==> src/include/djkff_regs.svh <==
// Constants for the dual falling-edge set/reset/toggle storage block.
`ifndef DJKFF_REGS_SVH
`define DJKFF_REGS_SVH

// ----------------------------------------------------------------
// Structure
// ----------------------------------------------------------------
`define DJKFF_NCELLS       2

// ----------------------------------------------------------------
// Reset values
// ----------------------------------------------------------------
`define DJKFF_RST_STATE    1'h0
`define DJKFF_RST_STATE_N  1'h1
`define DJKFF_RST_CLK_PREV 1'h0

`endif

==> src/include/djkff_pkg.sv <==
// Types shared by the dual storage cell block.
`include "djkff_regs.svh"

package djkff_pkg;

	localparam int unsigned DJKFF_CELLS = `DJKFF_NCELLS;

	// ----------------------------------------------------------------
	// State of the top module: true and complement per cell
	// ----------------------------------------------------------------
	typedef struct packed {
		logic [DJKFF_CELLS-1:0] state;
		logic [DJKFF_CELLS-1:0] state_n;
	} djkff_state_t;

	// ----------------------------------------------------------------
	// State of one falling-edge detector
	// ----------------------------------------------------------------
	typedef struct packed {
		logic clk_prev;
	} djkff_det_t;

endpackage

==> src/design/djkff_fall_det.sv <==
// Falling-edge detector for one cell clock sampled on the system clock.
`include "djkff_regs.svh"

module djkff_fall_det (
	// System
	input  wire logic sys_clk,
	input  wire logic rst,
	// Cell clock level and its falling edge
	input  wire logic cell_clk,
	output logic      fall
);
	import djkff_pkg::*;

	djkff_det_t st_q;
	djkff_det_t st_d;

	// Reset low so a clock already low at release gives no false edge.
	always_comb begin
		st_d          = st_q;
		st_d.clk_prev = cell_clk;
	end

	always_ff @(posedge sys_clk or posedge rst) begin
		if (rst) begin
			st_q.clk_prev <= `DJKFF_RST_CLK_PREV;
		end else begin
			st_q <= st_d;
		end
	end

	assign fall = st_q.clk_prev & ~cell_clk;

endmodule

==> src/design/djkff_top.sv <==
// Two independent falling-edge set/reset/toggle storage cells with async overrides.
`include "djkff_regs.svh"

// Functional notes
// - Two independent cells, true and complement outputs
// - Inputs sampled only on own clock fall
// - Steady clock: set/reset input changes never move outputs
// - Async set or clear overrides everything but rst
// - Both async low: both outputs high
// - Fall with both inputs low holds
// - Fall with both inputs high toggles
module djkff_top (
	// System
	input  wire logic                          sys_clk,
	input  wire logic                          rst,
	// Per-cell clocks and sampled control inputs
	input  wire logic [djkff_pkg::DJKFF_CELLS-1:0] cell_clk,
	input  wire logic [djkff_pkg::DJKFF_CELLS-1:0] set_input,
	input  wire logic [djkff_pkg::DJKFF_CELLS-1:0] reset_input,
	// Per-cell asynchronous overrides
	input  wire logic [djkff_pkg::DJKFF_CELLS-1:0] async_set_n,
	input  wire logic [djkff_pkg::DJKFF_CELLS-1:0] async_clear_n,
	// Per-cell outputs
	output logic      [djkff_pkg::DJKFF_CELLS-1:0] state_out,
	output logic      [djkff_pkg::DJKFF_CELLS-1:0] state_out_inv
);
	import djkff_pkg::*;

	localparam int unsigned N = DJKFF_CELLS;

	djkff_state_t   st_q;
	djkff_state_t   st_d;
	logic [N-1:0]   fall;

	// ----------------------------------------------------------------
	// Edge detection
	// ----------------------------------------------------------------
	// Each cell has its own detector so the cells never interact.
	for (genvar g = 0; g < N; g++) begin : g_det
		djkff_fall_det u_det (
			.sys_clk  (sys_clk),
			.rst      (rst),
			.cell_clk (cell_clk[g]),
			.fall     (fall[g])
		);
	end

	// ----------------------------------------------------------------
	// Next state
	// ----------------------------------------------------------------
	// The overrides take effect at the next system clock edge, not
	// combinationally, so that every output stays a plain flip-flop.
	always_comb begin
		st_d = st_q;
		for (int i = 0; i < N; i++) begin
			if (!async_set_n[i] && !async_clear_n[i]) begin
				st_d.state[i]   = 1'h1;
				st_d.state_n[i] = 1'h1;
			end else if (!async_set_n[i]) begin
				st_d.state[i]   = 1'h1;
				st_d.state_n[i] = 1'h0;
			end else if (!async_clear_n[i]) begin
				st_d.state[i]   = 1'h0;
				st_d.state_n[i] = 1'h1;
			end else if (fall[i]) begin
				case ({set_input[i], reset_input[i]})
					2'h2: st_d.state[i] = 1'h1;
					2'h1: st_d.state[i] = 1'h0;
					2'h3: st_d.state[i] = ~st_q.state[i];
					default: st_d.state[i] = st_q.state[i];
				endcase
				st_d.state_n[i] = ~st_d.state[i];
			end else begin
				// hold without edge
				// Leaving the both-low condition keeps the true output and
				// repairs the complement, since the pair must not stay equal.
				st_d.state[i]   = st_q.state[i];
				st_d.state_n[i] = ~st_q.state[i];
			end
		end
	end

	// ----------------------------------------------------------------
	// State register
	// ----------------------------------------------------------------
	always_ff @(posedge sys_clk or posedge rst) begin
		if (rst) begin
			st_q.state   <= {N{`DJKFF_RST_STATE}};
			st_q.state_n <= {N{`DJKFF_RST_STATE_N}};
		end else begin
			st_q <= st_d;
		end
	end

	assign state_out     = st_q.state;
	assign state_out_inv = st_q.state_n;

	for (genvar c = 0; c < N; c++) begin : g_chk
		logic quiet;
		assign quiet = async_set_n[c] & async_clear_n[c];

	end
endmodule

==> config.mk <==
export PLATFORM = sky130hd
export DESIGN_NAME = djkff_top
export DESIGN_NICKNAME = d
export VERILOG_FILES = /design/src/include/djkff_pkg.sv /design/src/design/djkff_fall_det.sv /design/src/design/djkff_top.sv
export VERILOG_INCLUDE_DIRS = /design/src /design/src/include
export SDC_FILE = /design/constraint.sdc
export NUM_CORES = 1
export LEC_CHECK = 0
export BUFFER_PORTS_ARGS = -buffer_cell sky130_fd_sc_hd__buf_2
export CAP_MARGIN = 20
export CORE_AREA = 2 2 39 41
export DETAILED_ROUTE_END_ITERATION = 16
export DIE_AREA = 0 0 41 43
export HOLD_SLACK_MARGIN = 0.08
export PLACE_DENSITY_LB_ADDON = 0.25
export SLEW_MARGIN = 20
export SYNTH_ARGS = -nofsm -noshare
export SYNTH_HDL_FRONTEND = slang
export SYNTH_SLANG_ARGS = --single-unit
==> constraint.sdc <==
create_clock -name sys_clk -period 0.9 [get_ports sys_clk]
set_input_delay 0.09 -clock sys_clk [delete_from_list [all_inputs] [get_ports sys_clk]]
set_output_delay 0.09 -clock sys_clk [all_outputs]
set_load 0.03 [all_outputs]
==> out/qor.csv, run 1 <==
metric,value,unit
Via density,3.82,
"Critical Path, Cell by Cell",buf_6,
required time of the worst setup path,0.81,ns
clock-pin slew on the worst setup and hold paths,0.05,ns
"CP delay by family, top",flip-flops,
initial DRC count,5,
Power Dens Cells,1520,nW/um2
Routed Antenna Nets,0,
post-layout instance area,474,um2
#FFs+latches synth,6,
Hold WS,0.193,ns
fin. max-slew vios,0,
Crit-path slowest cell,dfstp_2,
Sequential Power Share,43.3,%
Row Count,14,
Crit path largest cell delay,0.52,ns
status,finished with violations,
crit path DAT,0.88,ns
top-area cell type share of the netlist area,40.4,%
post-synth top area cell,dfrtp_1,
Longest Clk Path Bufs,2,
H-tree Lvls,1,
total global routing overflow,0,
syn nets,32,
Synth area leaders,"dfrtp_1, dfstp_2, inv_1",
CP bufs+invs,1,
Setup crit start kind,flop,
Slew headroom,84.0,%
final setup fails,6,
Post-Syn Area,248,um2
Psw,0.181,mW
share of layout cells above drive strength 1,54.3,%
slack of the critical path,-0.0700,ns
"Seq/Total Area, Yosys",61.6,%
CORE AREA,1380,um2
Starting Density,17.9,%
synth warn,0,
peak fanout along the critical path,1,
CTS Buf Count,3,
antenna violations before repair,0,
Worst-Skew Late Latency,0.24,ns
"Cell Area, Placed",345,um2
Crit Path Category,reg -> out,
Die Span X,41,um
Setup TNS,-0.330,ns
Remaining DRCs,0,
port buffer count,15,
wire per inst,10.0,um
clock period minus worst slack,0.970,ns
Post-synth ARST share,100,%
# IOs,16,
Layout Skew,0.0000373,ns
largest net degree at the start of global routing,7,
area grow syn2layout,91.4,%
post-layout util,34.3,%
VDD IR max,0.000588,V
drt pass-1 iters,2,
Sink Count,6,
Layout fillers,147,
vias in the first global route,269,
Int Power,0.540,mW
overall routing resource usage,8.59,%
TritonCTS clock tree,yes,
nets@finish,60,
via count,237,
Comb pwr share,22.7,%
"EDFF count, synth",0,
Post-Syn Instances,20,
fin crit share,108,%
Sw Share,25.1,%
Placer Congestion,0.604,
Worst-Margin Slew,0.239,ns
Die ar.,1760,um2
Clock Power Share,34.0,%
first-pass GRT wire length,979,um
Synth Flop Type,dfrtp_1,
worst min path class,in -> reg,
ant diodes,0,
failing checks,negative setup slack,
Post-synth top cells,"dfrtp_1, inv_1, dfstp_2",
maximum clock rate,1030,MHz
"Avg Cell Area, Syn",12.4,um2
pre-CTS setup slack,-0.0715,ns
Worst setup EP type,output pin,
RSZ-0062 raised after global routing,true,
final hold vios,0,
MaxCap Viol Count,0,
synth unique cells,13,
Clk Tree Root Cell,clkbuf_4,
Total Wirelength,621,um
P_leak,0.232,nW
die height,43,um
## state kept, by name, summed over array words and instances, names as in the netlist
register          flops
state_out             2
state_out_inv         2
g_det.u_det.st_q      2
## metrics by stage
step | std cells | total power [mW]
3_3_place_gp | 51 | 0.418
4_1_cts | 62 | 0.727
5_1_grt | 62 | 0.757
2_1_floorplan | 20 | 0.376
3_5_place_dp | 51 | 0.423
6_report | 62 | 0.721
## cells by family after synthesis
logic type / Yosys count / share of synthesized area [%]
simple gates: 6 / 19.2
flops: 6 / 61.6
compound gates: 4 / 13.1
buf+inv: 4 / 6.06
## power groups by stage
stage / clock network, mW / logic [mW] / registers, mW
finish: 0.245 / 0.163 / 0.312
global route: 0.268 / 0.175 / 0.314
CTS: 0.252 / 0.163 / 0.311
detailed placement: 0 / 0.112 / 0.312
global placement: 0 / 0.108 / 0.310
floorplan: 0 / 0.0308 / 0.345
## layout make-up
type	count	area (um2)	share of cell area [%]
repair buffers	23	178	37.5
flip-flops and latches	6	155	32.7
multi-input cells	10	83.8	17.7
clock buffers	3	22.5	4.75
well taps	16	20.0	4.22
inverters	4	15.0	3.17
## cell usage in the layout (no fill, tap or decap)
cell type	n
nand3b_1	1
dfrtp_2	2
a21oi_1	1
dlygate4sd3_1	7
a211oi_2	1
nand4b_1	1
and3b_1	1
a21boi_2	1
and4bb_1	1
nand2b_1	1
dfrtp_1	2
buf_2	11
nand2_1	1
clkbuf_4	3
buf_4	1
buf_6	4
o211ai_1	1
dfstp_2	2
inv_1	4
## path summary, 6_finish.rpt
path	from	endpoint	slack, ns	cells after the start
max	state_out_inv[0]$_DFF_PP1_	state_out_inv[0]	-0.07	1
min	async_set_n[0]	state_out_inv[0]$_DFF_PP1_	0.19	4
max reg2reg	state_out[0]$_DFFE_PP0P_	state_out_inv[0]$_DFF_PP1_	-0.07	3
min reg2reg	state_out[1]$_DFFE_PP0P_	state_out[1]$_DFFE_PP0P_	0.59	2
max in group asynchronous	rst	state_out_inv[1]$_DFF_PP1_	0.33	3
min in group asynchronous	rst	g_det[0].u_det.st_q$_DFF_PP0_	0.30	3
## repair_timing
| item | in CTS | in global routing |
|---|---|---|
| setup buffers | 1 | 0 |
| pin swaps | 2 | 0 |
| gates resized for setup | 9 | 0 |
| hold endpoints to repair | 12 | 0 |
| hold buffers | 7 | 0 |
| endpoints found under the setup margin | 8 | 8 |
## routing by layer
layer	vias up	wire length [um]	global-route usage [%]
li1	121	-	-
met1	111	240	8.52
met2	5	364	13.8
met3	0	16	1.57
met4	0	0	8.00
met5	-	0	0
Power figures use the tool's default switching activity.
==> run 2: changes to the inputs <==
Settings changed: SYNTH_HIERARCHICAL from default to 1.
==> out/qor.csv, run 2 <==
metric,value,unit
status,finished with violations,
failing checks,negative setup slack,
initial DRC count,2,
"EDFF count, synth",0,
most frequent cells in the layout,"buf_2, inv_1, dlygate4sd3_1",
Layout Skew,0.00811,ns
RSZ-0062 raised after global routing,true,
synth unique cells,13,
# IOs,16,
Power Dens Cells,1450,nW/um2
Layout fillers,149,
P_leak,0.241,nW
DP HPWL,456,um
Longest Clk Path Bufs,2,
drt pass-1 iters,3,
"Cell Area, Placed",384,um2
fin crit share,115,%
nets@finish,62,
Placer Congestion,0.688,
"count leader, synth",inv_1,
final std cells w/o fill,65,
share of layout cells above drive strength 1,55.1,%
vias in the first global route,300,
Remaining DRCs,0,
port buffer count,15,
overall routing resource usage,9.62,%
Worst-Margin Slew,0.225,ns
Row Count,14,
top-area cell type share of the netlist area,34.9,%
Synth Flop Type,dfrtp_1,
Starting Density,20.7,%
post-synth top area cell,dfrtp_1,
Routed Antenna Nets,0,
die height,43,um
worst min path class,in -> reg,
post-CTS setup buffers,0,
Placed Cells,56,
Post-Syn Area,287,um2
clock-pin slew on the worst setup and hold paths,0.05,ns
crit path DAT,1.16,ns
maximum clock rate,963,MHz
Worst setup EP type,flop,
Slew headroom,84.8,%
Crit Path Category,reg -> reg,
H-tree Lvls,1,
post-layout instance area,505,um2
TritonCTS clock tree,yes,
Setup crit start kind,flop,
required time of the worst setup path,1.02,ns
total global routing overflow,0,
clock period minus worst slack,1.04,ns
Clk Tree Root Cell,clkbuf_4,
final setup fails,8,
wire per inst,9.82,um
ant diodes,0,
largest net degree at the start of global routing,6,
Via density,4.28,
Post-synth ARST share,100,%
"Avg Cell Area, Syn",11.5,um2
Sink Count,6,
CORE AREA,1380,um2
area grow syn2layout,76.4,%
final hold vios,0,
Hold WS,0.130,ns
syn nets,37,
MaxCap Viol Count,0,
CTS Buf Count,3,
Post-Syn Instances,25,
slack of the critical path,-0.138,ns
Synth area leaders,"dfrtp_1, dfstp_2, nor2b_4",
peak fanout along the critical path,4,
Die ar.,1760,um2
"Seq/Total Area, Yosys",53.3,%
synth warn,6,
"commonest non-fill, non-tap cell in the layout",buf_2,
antenna violations before repair,0,
via count,278,
Post-synth top cells,"inv_1, dfrtp_1",
VDD IR max,0.000508,V
Total Wirelength,638,um
#FFs+latches synth,6,
fin. max-slew vios,0,
first-pass GRT wire length,1.11,mm
Die Span X,41,um
Worst-Skew Late Latency,0.24,ns
-- run 2: final timing paths --
check / start / endpoint / slack [ns] / cells after the start
min reg2reg: state_out[1]$_DFFE_PP0P_ / state_out_inv[1]$_DFF_PP1_ / 0.52 / 1
max: g_det[1].u_det/st_q$_DFF_PP0_ / state_out[1]$_DFFE_PP0P_ / -0.14 / 3
min: async_clear_n[1] / state_out[1]$_DFFE_PP0P_ / 0.13 / 2
min in group asynchronous: rst / g_det[1].u_det/st_q$_DFF_PP0_ / 0.24 / 3
max reg2reg: g_det[1].u_det/st_q$_DFF_PP0_ / state_out[1]$_DFFE_PP0P_ / -0.14 / 3
max in group asynchronous: rst / state_out_inv[0]$_DFF_PP1_ / 0.37 / 3
-- run 2: critical path: stages, from the launching register on --
cell and delay (ns):
dfrtp_1 0.35, nor2b_4 0.13, and4b_1 0.17, a311o_1 0.26
-- run 2: cell families (layout without fill, tap and decap cells) --
group                  after synthesis  after routing  share of synthesized area (%)
and+or+nand+nor                      9              9                           24.9
DFF                                  6              6                           53.3
AOI/OAI and AO/OA                    5              5                           15.3
buffers and inverters                5             29                           6.55
-- run 2: cell type report --
type | count | area [um2] | area share [%]
clock buffers | 4 | 26.3 | 5.20
inverters | 5 | 18.8 | 3.71
flip-flops and latches | 6 | 155 | 30.7
repair buffers | 20 | 150 | 29.7
multi-input cells | 14 | 135 | 26.7
well taps | 16 | 20.0 | 3.96
-- run 2: timing repair --
item                                    4_1_cts  5_1_grt
cloned                                        0        0
hold buffers                                  5        0
endpoints found under the setup margin        8        8
hold endpoints to repair                     10        0
gates resized for setup                      11        1
-- run 2: report_power, final --
part           leakage (nW)  internal, mW  switching, mW
Clock                0.0150         0.168         0.0919
Combinational         0.162        0.0865         0.0749
Sequential           0.0644         0.296         0.0159
-- run 2: routing by layer --
metal	GRT usage (%)	up-vias	wire length, um
met3	3.66	0	77
met4	6.00	0	0
met1	10.2	126	274
li1	-	138	-
met2	15.0	14	286
met5	0	-	0
-- run 2: stage by stage --
step                total power [mW]  utilization [%]  worst slack, ns  TNS [ns]
CTS                            0.745             35.8           -0.139    -0.478
global route                   0.789             36.5           -0.176    -0.706
detailed placement             0.427             27.8           -0.143    -0.359
finish                         0.732             36.5           -0.138    -0.408
floorplan                      0.376                -           -0.140    -0.224
global placement               0.428             27.8           -0.123    -0.345
==> run 3: changes to the inputs <==
Clock period 0.9 ns to 0.93 ns, I/O delays scaled along.
==> out/qor.csv, run 3 (synthesized netlist as in run 2, its figures left out) <==
metric,value,unit
pre-CTS setup slack,-0.116,ns
FF-to-FF End,state_out[1]$_DFFE_PP0P_,
nets@finish,62,
Setup crit start kind,flop,
post-CTS setup buffers,0,
antenna violations before repair,0,
wire per inst,9.95,um
Die ar.,1760,um2
total global routing overflow,0,
Placed Cells,56,
clock-pin slew on the worst setup and hold paths,0.05,ns
cell depth of the worst setup path,3,
Total Power,0.711,mW
CTS Buf Count,3,
Crit. Startpoint,g_det[1].u_det/st_q$_DFF_PP0_,
Worst-Margin Slew,0.224,ns
failing checks,negative setup slack,
maximum clock rate,965,MHz
"CP delay by family, top",flip-flops,
crit path DAT,1.16,ns
RSZ-0062 raised after global routing,true,
Crit-path slowest cell,dfrtp_1,
most frequent cells in the layout,"buf_2, inv_1, dlygate4sd3_1",
largest net degree at the start of global routing,6,
overall routing resource usage,9.93,%
Starting Density,20.7,%
TritonCTS clock tree,yes,
VDD IR max,0.000460,V
CORE AREA,1380,um2
vias in the first global route,299,
Sink Count,6,
Remaining DRCs,0,
share of layout cells above drive strength 1,55.1,%
"commonest non-fill, non-tap cell in the layout",buf_2,
Crit Path Category,reg -> reg,
CP bufs+invs,0,
DP HPWL,455,um
crit path to,state_out[1]$_DFFE_PP0P_,
first-pass GRT wire length,1.12,mm
Worst-Skew Late Latency,0.24,ns
H-tree Lvls,1,
Worst setup EP type,flop,
Crit path largest cell delay,0.36,ns
Via density,4.31,
Routed Antenna Nets,0,
Longest Clk Path Bufs,2,
worst min path class,in -> reg,
Clk Tree Root Cell,clkbuf_4,
ant diodes,0,
reg2reg setup slack,-0.11,ns
Placer Congestion,0.687,
clock period minus worst slack,1.04,ns
final setup fails,6,
MaxCap Viol Count,0,
Layout Skew,0.00857,ns
Slew headroom,84.8,%
final std cells w/o fill,65,
# IOs,16,
"Critical Path, Cell by Cell","nor2b_4, and4b_1, a311o_1",
status,finished with violations,
peak fanout along the critical path,4,
P_leak,0.241,nW
area grow syn2layout,76.4,%
drt pass-1 iters,1,
Row Count,14,
initial DRC count,0,
required time of the worst setup path,1.05,ns
Die Span X,41,um
via count,280,
fin crit share,111,%
Hold WS,0.120,ns
Power Dens Cells,1410,nW/um2
worst reg2reg startpoint,g_det[1].u_det/st_q$_DFF_PP0_,
port buffer count,15,
die height,43,um
final hold vios,0,
slack of the critical path,-0.107,ns
R2R cell count,3,
Total Wirelength,647,um
fin. max-slew vios,0,
run 3: tightest hold or removal path: stages:
cell and delay (ns):
buf_2 0.10, inv_1 0.07, o311ai_1 0.08
run 3: what timing repair did:
item	in CTS	in global routing
hold buffers	5	0
hold endpoints to repair	10	0
setup endpoints to repair	8	8
gates resized for setup	12	0
pin swaps	0	1
run 3: worst min path at each step:
stage | slack (ns) | depth (start not counted) | to | from
3_3_place_gp | -0.05 | 2 | g_det[0].u_det/st_q$_DFF_PP0_ | rst
5_1_grt | 0.13 | 3 | state_out_inv[1]$_DFF_PP1_ | async_set_n[1]
4_1_cts | 0.12 | 2 | state_out[1]$_DFFE_PP0P_ | async_clear_n[1]
2_1_floorplan | -0.18 | 1 | g_det[0].u_det/st_q$_DFF_PP0_ | rst
3_5_place_dp | -0.05 | 2 | g_det[1].u_det/st_q$_DFF_PP0_ | rst
6_report | 0.12 | 3 | state_out_inv[1]$_DFF_PP1_ | async_set_n[1]
run 3: final cells by class:
class,instances,area (um2)
inverters,5,18.8
fillers,146,878
multi-input cells,14,135
well taps,16,20.0
flip-flops and latches,6,155
clock buffers,4,26.3
repair buffers,20,150
run 3: power breakdown:
group / internal, mW / switching [mW] / leakage [nW]
clock: 0.162 / 0.0915 / 0.0150
sequential: 0.286 / 0.0157 / 0.0644
combinational: 0.0836 / 0.0723 / 0.162
run 3: stage by stage:
step | setup TNS, ns | cell area [um2] | util (%)
global placement | -0.226 | 384 | 27.8
CTS | -0.271 | 505 | 36.5
global route | -0.536 | 505 | 36.5
detailed placement | -0.247 | 384 | 27.8
floorplan | -0.134 | 289 | -
finish | -0.254 | 505 | 36.5
run 3: routing by layer:
layer / wire length [um] / global-route usage [%] / vias up
met1: 277 / 11.3 / 128
met2: 304 / 15.0 / 14
met4: 0 / 6.00 / 0
li1: - / - / 138
met3: 64 / 3.66 / 0
met5: 0 / 0 / -
